===== src/hdl/hbw_pkg.sv =====
// Package with register map, field layout and cause codes of the breakpoint and watchpoint unit.
package hbw_pkg;

  // ----------------------------------------------------------------
  // Sizes
  // ----------------------------------------------------------------
  localparam int NUM_CMP      = 4;
  localparam int NUM_THREAD   = 8;
  localparam int IDX_W        = 2;
  localparam int THREAD_W     = 3;
  localparam int ADDR_W       = 10;

  // ----------------------------------------------------------------
  // Register indices; byte address is four times the index
  // ----------------------------------------------------------------
  localparam logic [7:0] IDX_IBRK_ADDR  = 8'h30;
  localparam logic [7:0] IDX_IBRK_CTRL  = 8'h40;
  localparam logic [7:0] IDX_DW_ADDR_A  = 8'h50;
  localparam logic [7:0] IDX_DW_ADDR_B  = 8'h60;
  localparam logic [7:0] IDX_DW_CTRL    = 8'h70;
  localparam logic [7:0] IDX_RW_MASK    = 8'h80;
  localparam logic [7:0] IDX_RW_VALUE   = 8'h90;
  localparam logic [7:0] IDX_RW_CTRL    = 8'h9C;
  localparam logic [7:0] IDX_CAUSE      = 8'h15;
  localparam logic [7:0] IDX_DATA       = 8'h16;

  // ----------------------------------------------------------------
  // Control fields
  // ----------------------------------------------------------------
  localparam int BIT_ENABLE   = 0;
  localparam int BIT_COND     = 1;
  localparam int BIT_LOAD     = 2;
  localparam int MASK_LSB     = 16;
  localparam int MASK_MSB     = 23;
  localparam logic [31:0] IBRK_CTRL_MASK = 32'h00FF_0003;
  localparam logic [31:0] DW_CTRL_MASK   = 32'h00FF_0007;
  localparam logic [31:0] RW_CTRL_MASK   = 32'h00FF_0003;
  localparam logic [31:0] CTRL_RESET     = 32'h0000_0000;

  // ----------------------------------------------------------------
  // Cause register layout and codes
  // ----------------------------------------------------------------
  localparam int CAUSE_IDX_LSB = 16;
  localparam int CAUSE_THR_LSB = 8;
  localparam logic [2:0] CAUSE_NONE  = 3'h0;
  localparam logic [2:0] CAUSE_IBRK  = 3'h3;
  localparam logic [2:0] CAUSE_DATA  = 3'h4;
  localparam logic [2:0] CAUSE_RES   = 3'h5;

endpackage : hbw_pkg


===== src/hdl/hbw_unit.sv =====
// Hardware instruction breakpoints, data watchpoints and resource watchpoints with a Wishbone register slave.
//
// Operation
// - Debug interrupt when executing PC equals an enabled breakpoint's address register.
// - Four instruction breakpoints, each with its own address and control register.
// - Breakpoint control selects permitted threads and the firing condition.
// - Control bits 23:16 are a per-thread mask, reset zero, gating each comparator.
// - Control bit 0 enables the comparator; resets to zero.
// - Breakpoint bit 1: zero fires on PC equal, one on PC not equal.
// - Four first data watch addresses at indices 0x50 to 0x53.
// - Four second data watch addresses at indices 0x60 to 0x63.
// - Four data watch control registers with enable, condition, load and mask.
// - Data control bit 2 makes the watchpoint trigger on loads; resets zero.
// - Data control bit 1: zero needs A and B, one needs A or B.
// - Four 32-bit resource watch masks.
// - Four 32-bit resource watch comparison values.
// - Four resource control registers; bit 1 picks condition A or B.
// - Cause code 3 for instruction, 4 for data, 5 for resource watch.
// - Data watch captures the effective address of the memory operation.
// - Resource watch captures the resource identifier into the same register.
//
// Local design decision: the Wishbone slave port.
module hbw_unit
  import hbw_pkg::*;
(
  // Clock, reset and enable
  input  wire logic                        clk,
  input  wire logic                        rst,
  input  wire logic                        clkEn,
  // Wishbone slave
  input  wire logic                        wbCyc,
  input  wire logic                        wbStb,
  input  wire logic                        wbWe,
  input  wire logic [hbw_pkg::ADDR_W-1:0]  wbAdr,
  input  wire logic [3:0]                  wbSel,
  input  wire logic [31:0]                 wbDatI,
  output logic      [31:0]                 wbDatO,
  output logic                             wbAck,
  // Pipeline: instruction issue
  input  wire logic                        instValid,
  input  wire logic [31:0]                 instPc,
  input  wire logic [hbw_pkg::THREAD_W-1:0] instThread,
  // Pipeline: memory operation
  input  wire logic                        memValid,
  input  wire logic                        memLoad,
  input  wire logic [31:0]                 memAddr,
  input  wire logic [hbw_pkg::THREAD_W-1:0] memThread,
  // Pipeline: resource use
  input  wire logic                        resValid,
  input  wire logic [31:0]                 resId,
  input  wire logic [hbw_pkg::THREAD_W-1:0] resThread,
  // Debug interrupt
  output logic                             debugIrq
);
  import hbw_pkg::*;

  // ----------------------------------------------------------------
  // Register storage
  // ----------------------------------------------------------------
  logic [31:0] ibAddr  [NUM_CMP];
  logic [31:0] ibCtrl  [NUM_CMP];
  logic [31:0] dwAddrA [NUM_CMP];
  logic [31:0] dwAddrB [NUM_CMP];
  logic [31:0] dwCtrl  [NUM_CMP];
  logic [31:0] rwMask  [NUM_CMP];
  logic [31:0] rwValue [NUM_CMP];
  logic [31:0] rwCtrl  [NUM_CMP];
  logic [31:0] causeReg;
  logic [31:0] dataReg;

  // Byte-lane merge for partial writes.
  function automatic logic [31:0] merge(input logic [31:0] old, input logic [31:0] wd, input logic [3:0] sel,
                                        input logic [31:0] keep);
    logic [31:0] r;
    r = old;
    for (int b = 0; b < 4; b++) begin
      if (sel[b]) begin
        r[b*8 +: 8] = wd[b*8 +: 8];
      end
    end
    return r & keep;
  endfunction : merge

  // True when the comparator is enabled and the thread's mask bit is set.
  function automatic logic armed(input logic [31:0] ctrl, input logic [THREAD_W-1:0] thr);
    logic [NUM_THREAD-1:0] m;
    m = ctrl[MASK_MSB:MASK_LSB];
    return ctrl[BIT_ENABLE] & m[thr];
  endfunction : armed

  // ----------------------------------------------------------------
  // Wishbone decode
  // ----------------------------------------------------------------
  logic       req;
  logic       wrEn;
  logic [7:0] idx;
  logic [7:0] sub;
  logic [1:0] n;

  assign req  = wbCyc & wbStb & ~wbAck;
  assign wrEn = req & wbWe & clkEn;
  assign idx  = wbAdr[ADDR_W-1:2];
  assign n    = idx[IDX_W-1:0];
  assign sub  = {idx[7:2], 2'b00};

  always_ff @(posedge clk) begin
    if (rst) begin
      wbAck <= 1'b0;
    end else if (clkEn) begin
      wbAck <= req;
    end
  end

  always_ff @(posedge clk) begin
    if (rst) begin
      wbDatO <= 32'h0000_0000;
    end else if (clkEn && req) begin
      unique case (sub)
        IDX_IBRK_ADDR: wbDatO <= ibAddr[n];
        IDX_IBRK_CTRL: wbDatO <= ibCtrl[n];
        IDX_DW_ADDR_A: wbDatO <= dwAddrA[n];
        IDX_DW_ADDR_B: wbDatO <= dwAddrB[n];
        IDX_DW_CTRL:   wbDatO <= dwCtrl[n];
        IDX_RW_MASK:   wbDatO <= rwMask[n];
        IDX_RW_VALUE:  wbDatO <= rwValue[n];
        IDX_RW_CTRL:   wbDatO <= rwCtrl[n];
        default: begin
          if (idx == IDX_CAUSE) begin
            wbDatO <= causeReg;
          end else if (idx == IDX_DATA) begin
            wbDatO <= dataReg;
          end else begin
            wbDatO <= 32'h0000_0000;
          end
        end
      endcase
    end
  end

  // ----------------------------------------------------------------
  // Comparator registers
  // ----------------------------------------------------------------
  always_ff @(posedge clk) begin
    if (rst) begin
      for (int i = 0; i < NUM_CMP; i++) begin
        ibAddr[i]  <= 32'h0000_0000;
        ibCtrl[i]  <= CTRL_RESET;
        dwAddrA[i] <= 32'h0000_0000;
        dwAddrB[i] <= 32'h0000_0000;
        dwCtrl[i]  <= CTRL_RESET;
        rwMask[i]  <= 32'h0000_0000;
        rwValue[i] <= 32'h0000_0000;
        rwCtrl[i]  <= CTRL_RESET;
      end
    end else if (wrEn) begin
      unique case (sub)
        IDX_IBRK_ADDR: ibAddr[n]  <= merge(ibAddr[n], wbDatI, wbSel, 32'hFFFF_FFFF);
        IDX_IBRK_CTRL: ibCtrl[n]  <= merge(ibCtrl[n], wbDatI, wbSel, IBRK_CTRL_MASK);
        IDX_DW_ADDR_A: dwAddrA[n] <= merge(dwAddrA[n], wbDatI, wbSel, 32'hFFFF_FFFF);
        IDX_DW_ADDR_B: dwAddrB[n] <= merge(dwAddrB[n], wbDatI, wbSel, 32'hFFFF_FFFF);
        IDX_DW_CTRL:   dwCtrl[n]  <= merge(dwCtrl[n], wbDatI, wbSel, DW_CTRL_MASK);
        IDX_RW_MASK:   rwMask[n]  <= merge(rwMask[n], wbDatI, wbSel, 32'hFFFF_FFFF);
        IDX_RW_VALUE:  rwValue[n] <= merge(rwValue[n], wbDatI, wbSel, 32'hFFFF_FFFF);
        IDX_RW_CTRL:   rwCtrl[n]  <= merge(rwCtrl[n], wbDatI, wbSel, RW_CTRL_MASK);
        default: begin
        end
      endcase
    end
  end

  // ----------------------------------------------------------------
  // Match logic
  // ----------------------------------------------------------------
  logic [NUM_CMP-1:0] ibHit;
  logic [NUM_CMP-1:0] dwHit;
  logic [NUM_CMP-1:0] rwHit;

  always_comb begin
    logic eq;
    logic ca;
    logic cb;
    eq = 1'b0;
    ca = 1'b0;
    cb = 1'b0;
    for (int i = 0; i < NUM_CMP; i++) begin
      eq = (instPc == ibAddr[i]);
      ibHit[i] = instValid & armed(ibCtrl[i], instThread) & (ibCtrl[i][BIT_COND] ? ~eq : eq);
      ca = (memAddr == dwAddrA[i]);
      cb = (memAddr == dwAddrB[i]);
      dwHit[i] = memValid & armed(dwCtrl[i], memThread) & (memLoad ? dwCtrl[i][BIT_LOAD] : 1'b1)
                 & (dwCtrl[i][BIT_COND] ? (ca | cb) : (ca & cb));
      ca = ((resId & rwMask[i]) == (rwValue[i] & rwMask[i]));
      rwHit[i] = resValid & armed(rwCtrl[i], resThread) & (rwCtrl[i][BIT_COND] ? ~ca : ca);
    end
  end

  // Lowest set bit index of a hit vector.
  function automatic logic [IDX_W-1:0] lowest(input logic [NUM_CMP-1:0] v);
    logic [IDX_W-1:0] r;
    r = '0;
    for (int i = NUM_CMP - 1; i >= 0; i--) begin
      if (v[i]) begin
        r = IDX_W'(i);
      end
    end
    return r;
  endfunction : lowest

  // ----------------------------------------------------------------
  // Cause capture and interrupt
  // ----------------------------------------------------------------
  always_ff @(posedge clk) begin
    if (rst) begin
      causeReg <= 32'h0000_0000;
      dataReg  <= 32'h0000_0000;
      debugIrq <= 1'b0;
    end else if (clkEn) begin
      debugIrq <= |{ibHit, dwHit, rwHit};
      if (|ibHit) begin
        causeReg <= {14'h0, lowest(ibHit), 5'h0, instThread, 5'h0, CAUSE_IBRK};
      end else if (|dwHit) begin
        causeReg <= {14'h0, lowest(dwHit), 5'h0, memThread, 5'h0, CAUSE_DATA};
        dataReg  <= memAddr;
      end else if (|rwHit) begin
        causeReg <= {14'h0, lowest(rwHit), 5'h0, resThread, 5'h0, CAUSE_RES};
        dataReg  <= resId;
      end
    end
  end
endmodule : hbw_unit


===== config.mk =====
export PLATFORM = sky130hd
export DESIGN_NAME = hbw_unit
export DESIGN_NICKNAME = d
export VERILOG_FILES = /design/src/hdl/hbw_pkg.sv /design/src/hdl/hbw_unit.sv
export SDC_FILE = /design/constraint.sdc
export NUM_CORES = 2
export LEC_CHECK = 0
export BUFFER_PORTS_ARGS = -buffer_cell sky130_fd_sc_hd__buf_2
export CAP_MARGIN = 40
export CELL_PAD_IN_SITES_DETAIL_PLACEMENT = 0
export CELL_PAD_IN_SITES_GLOBAL_PLACEMENT = 2
export CORE_UTILIZATION = 30
export DETAILED_ROUTE_END_ITERATION = 10
export HOLD_SLACK_MARGIN = 0.08
export MAX_ROUTING_LAYER = met4
export PLACE_DENSITY_LB_ADDON = 0.25
export SYNTH_ARGS = -nofsm -noshare
export SYNTH_HDL_FRONTEND = slang
export SYNTH_SLANG_ARGS = --single-unit

===== constraint.sdc =====
create_clock -name clk -period 9 [get_ports clk]
set_clock_uncertainty 0.1 [all_clocks]
set_input_delay 0 -clock clk [delete_from_list [all_inputs] [get_ports clk]]
set_output_delay 0 -clock clk [all_outputs]
set_load 0.02 [all_outputs]

==> results.toml <==
[outcome]
outcome = "finished clean"

[critical_path]
arrival_ns = 5.42
ff2ff_path_depth = 11
worstPathMaxFanout = 38
crit-reg2reg-launch = "dwAddrB[0][11]"
startpoint_type = "flip-flop"
worstSetupPathType = "flip-flop to flip-flop"
r2r_end = "dataReg[13]"
end_kind = "flip-flop"
rrSetupSlack_ns = 4.10
worstPathRequired_ns = 9.52

[yosys]
avgSynthCellArea_um2 = 12.0
ys_types = 61
synth_nets = 3935
synth_edf_count = 764
ys_seq_area_share_pct = 54.0
synth_area_mm2 = 0.0452
ys_ff_latch = 838
synthCells = 3774
yosys_warnings = 0
async_flop_share_pct = 0
ys.flop_type = "edfxtp_1"

[sta]
worst_pin_slew_ns = 1.13
clock.fmax_ghz = 0.204
period_share_pct = 54.5
slew_violations = 0
worst_slack_ns = 4.10
whs_ns = 0.156
final.min_clock_period_ns = 4.90
grt_setup_unrepaired = "false"
slew_headroom_pct = 24.9
fin_tns_setup_ns = 0
setup_viol = 0
timing.final.hold_violations = 0

[power]
power_density_mw_per_mm2 = 186
p_leak_uw = 0.0193
pwr-share-comb_pct = 12.5
peakVddDrop_v = 0.000153
p_sw_share_pct = 27.4
p_int_uw = 7190
switchingPower_uw = 2720
seqPwrFrac_pct = 45.1
power_frac_clock_pct = 42.3

[cts]
cts-resized-gates = 0
cts.sinks = 838
cts_buffers = 101
root_buffer = "clkbuf_16"
clk_latency_ns = 0.74
cts_max_level = 3
tritoncts = "done"
clk_path_buf_depth = 3
path_clk_slew_ns = 0.06

[drt]
dr.pass1.iters = 8
num_vias = 33800
drtIter0Drc = 4017
wirelength_mm = 209
routedWlPerCell_um = 34.1
final_antenna_net_count = 0
drc_errors = 0
vias_per_cell = 5.51

[placed_design]
dp.final_hpwl_mm = 147
place_ws_ns = 4.76
gp_congestion = 0.916
dpl-instance-area_mm2 = 0.0487
portBuffers = 192

[worst_hold_path]
hp-start = "resValid"
hold_path_class = "input port to flip-flop"
holdPathEnd = "causeReg[16]"
hold_path_depth = 7

[die]
die_h_um = 390
start_util_pct = 30.2
rows = 142
ioPinCount = 195
dieWidth_um = 390
floorplan.die_area_mm2 = 0.152
fp.coreArea_mm2 = 0.150

[global_routing]
antenna_found_initial = 26
grt.overflow.total = 0
grt_max_degree = 105
grt_pass1_wl_mm = 281
grt_pass1_vias = 33100
grt_use_total_pct = 27.8

[finish]
drive_gt1_share_pct = 18.0
fin_nets = 4177
seqCellArea_mm2 = 0.0244
final_area_mm2 = 0.0533
area_delta_synth_final_pct = 18.0
fillers = 14900
multi_input_area_mm2 = 0.0191

[run]
cap_viol_max_count = 0
-- layout by cell type (no fill, tap or decap), types with 82 or more instances in the layout --
master / instances
mux2i_1: 100
xor2_1: 193
buf_4: 90
nor2_1: 670
mux4_2: 212
or3_1: 82
buf_2: 190
a21oi_1: 104
clkbuf_16: 103
xnor2_1: 320
nand2_1: 130
inv_1: 180
nand4_1: 104
a22oi_1: 89
dlygate4sd3_1: 129
edfxtp_1: 764
-- Yosys cell counts, drive strengths merged (3+ instances only) --
cell type,number,share of area [%]
a22oi,89,1.5
or2,20,0.28
dfxtp,74,3.3
a22o,19,0.37
nor3,22,0.24
a211oi,40,0.69
nor2b,3,0.042
edfxtp,764,51
mux2i,100,2.2
buf,90,0.94
o22ai,7,0.097
o41ai,4,0.078
mux4,212,11
a21oi,104,1.2
o221a,4,0.10
nand2,138,1.1
nor3b,4,0.066
o21ai,32,0.35
nand4,105,1.5
mux2,4,0.10
nor4,39,0.57
nand2b,56,0.78
o2111ai,3,0.058
and2,11,0.15
xor2,193,3.7
a21boi,18,0.30
clkbuf,198,1.6
xnor2,320,6.2
nand3,15,0.17
inv,184,1.5
a221oi,4,0.078
a31oi,6,0.083
a222oi,24,0.53
a2111oi,3,0.10
a311oi,15,0.29
or3,82,1.1
a21o,73,1.2
o211ai,3,0.050
nor2,674,5.6
-- worst max path at each step --
stage	start	endpoint
after floorplan	wbAdr[2]	rwValue[3][0]
after global placement	memAddr[0]	causeReg[10]
after detailed placement	ibAddr[0][31]	causeReg[10]
after CTS	ibAddr[0][31]	causeReg[10]
after global routing	ibAddr[0][31]	causeReg[10]
final	dwAddrB[0][11]	dataReg[13]
-- critical path, stage by stage, from the launching register on --
cell	delay [ns]
edfxtp_1	0.40
xnor2_1	0.21
nand4_1	0.20
nor4_2	0.41
buf_4	0.23
nand4_1	0.15
a2111oi_2	0.71
or4b_4	0.80
mux2i_1	0.25
dlygate4sd3_1	0.57
a211oi_1	0.06
dlygate4sd3_1	0.61
-- logic make-up (layout without fill, tap and decap cells) --
family	after synthesis	count (layout)	share of synthesized area, %
and+or+nand+nor	1178	1178	11.8
AOI/OAI and AO/OA	457	457	7.22
buffers and inverters	472	797	4.11
DFF	838	838	54.0
muxes	316	316	12.9
other	0	16	0
xor gates and xnor gates	513	513	9.94
-- layout make-up --
type                    instances  share of cell area (%)
inverters                     184                    1.30
well taps                    2016                    4.73
flip-flops and latches        838                    45.8
clock buffers                 138                    5.29
diodes                         16                  0.0751
multi-input cells            2464                    35.9
repair buffers                427                    6.02
clock inverters                48                   0.885
-- sequential cells by signal, summed over array words and instances (netlist names), 40 cells and up --
register	cells
dwAddrA	128
dwCtrl	44
ibAddr	128
rwMask	128
dwAddrB	128
ibCtrl	40
rwCtrl	40
rwValue	128
-- power by group through the flow --
stage	Sequential, µW	Combinational [µW]	Clock, µW
2_1_floorplan	4520	619	0
3_3_place_gp	4550	1180	0
6_report	4470	1240	4190
5_1_grt	4480	1280	4350
3_5_place_dp	4550	1180	0
4_1_cts	4470	1230	4230
-- repair_timing --
| action | in CTS | in global routing |
|---|---|---|
| buffers inserted | 0 | 0 |
| hold endpoints to repair | 413 | 0 |
| hold buffers | 129 | 0 |
-- metrics by stage --
step	total power, µW	util, %	instances
2_1_floorplan	5140	-	3774
5_1_grt	10100	35.6	6127
4_1_cts	9940	35.6	6113
3_5_place_dp	5730	32.5	5798
6_report	9910	35.6	6131
3_3_place_gp	5730	32.4	5779
-- layer usage --
metal  wire length (µm)  vias to the layer above  GRT usage [%]
met3              17300                      262           5.06
li1                   -                    14200              -
met1              88000                    17700           36.5
met5                  0                        -              -
met2              96600                     1542           43.3
met4               7210                        0           9.27
Note: power is estimated with default switching activity, not from simulation.
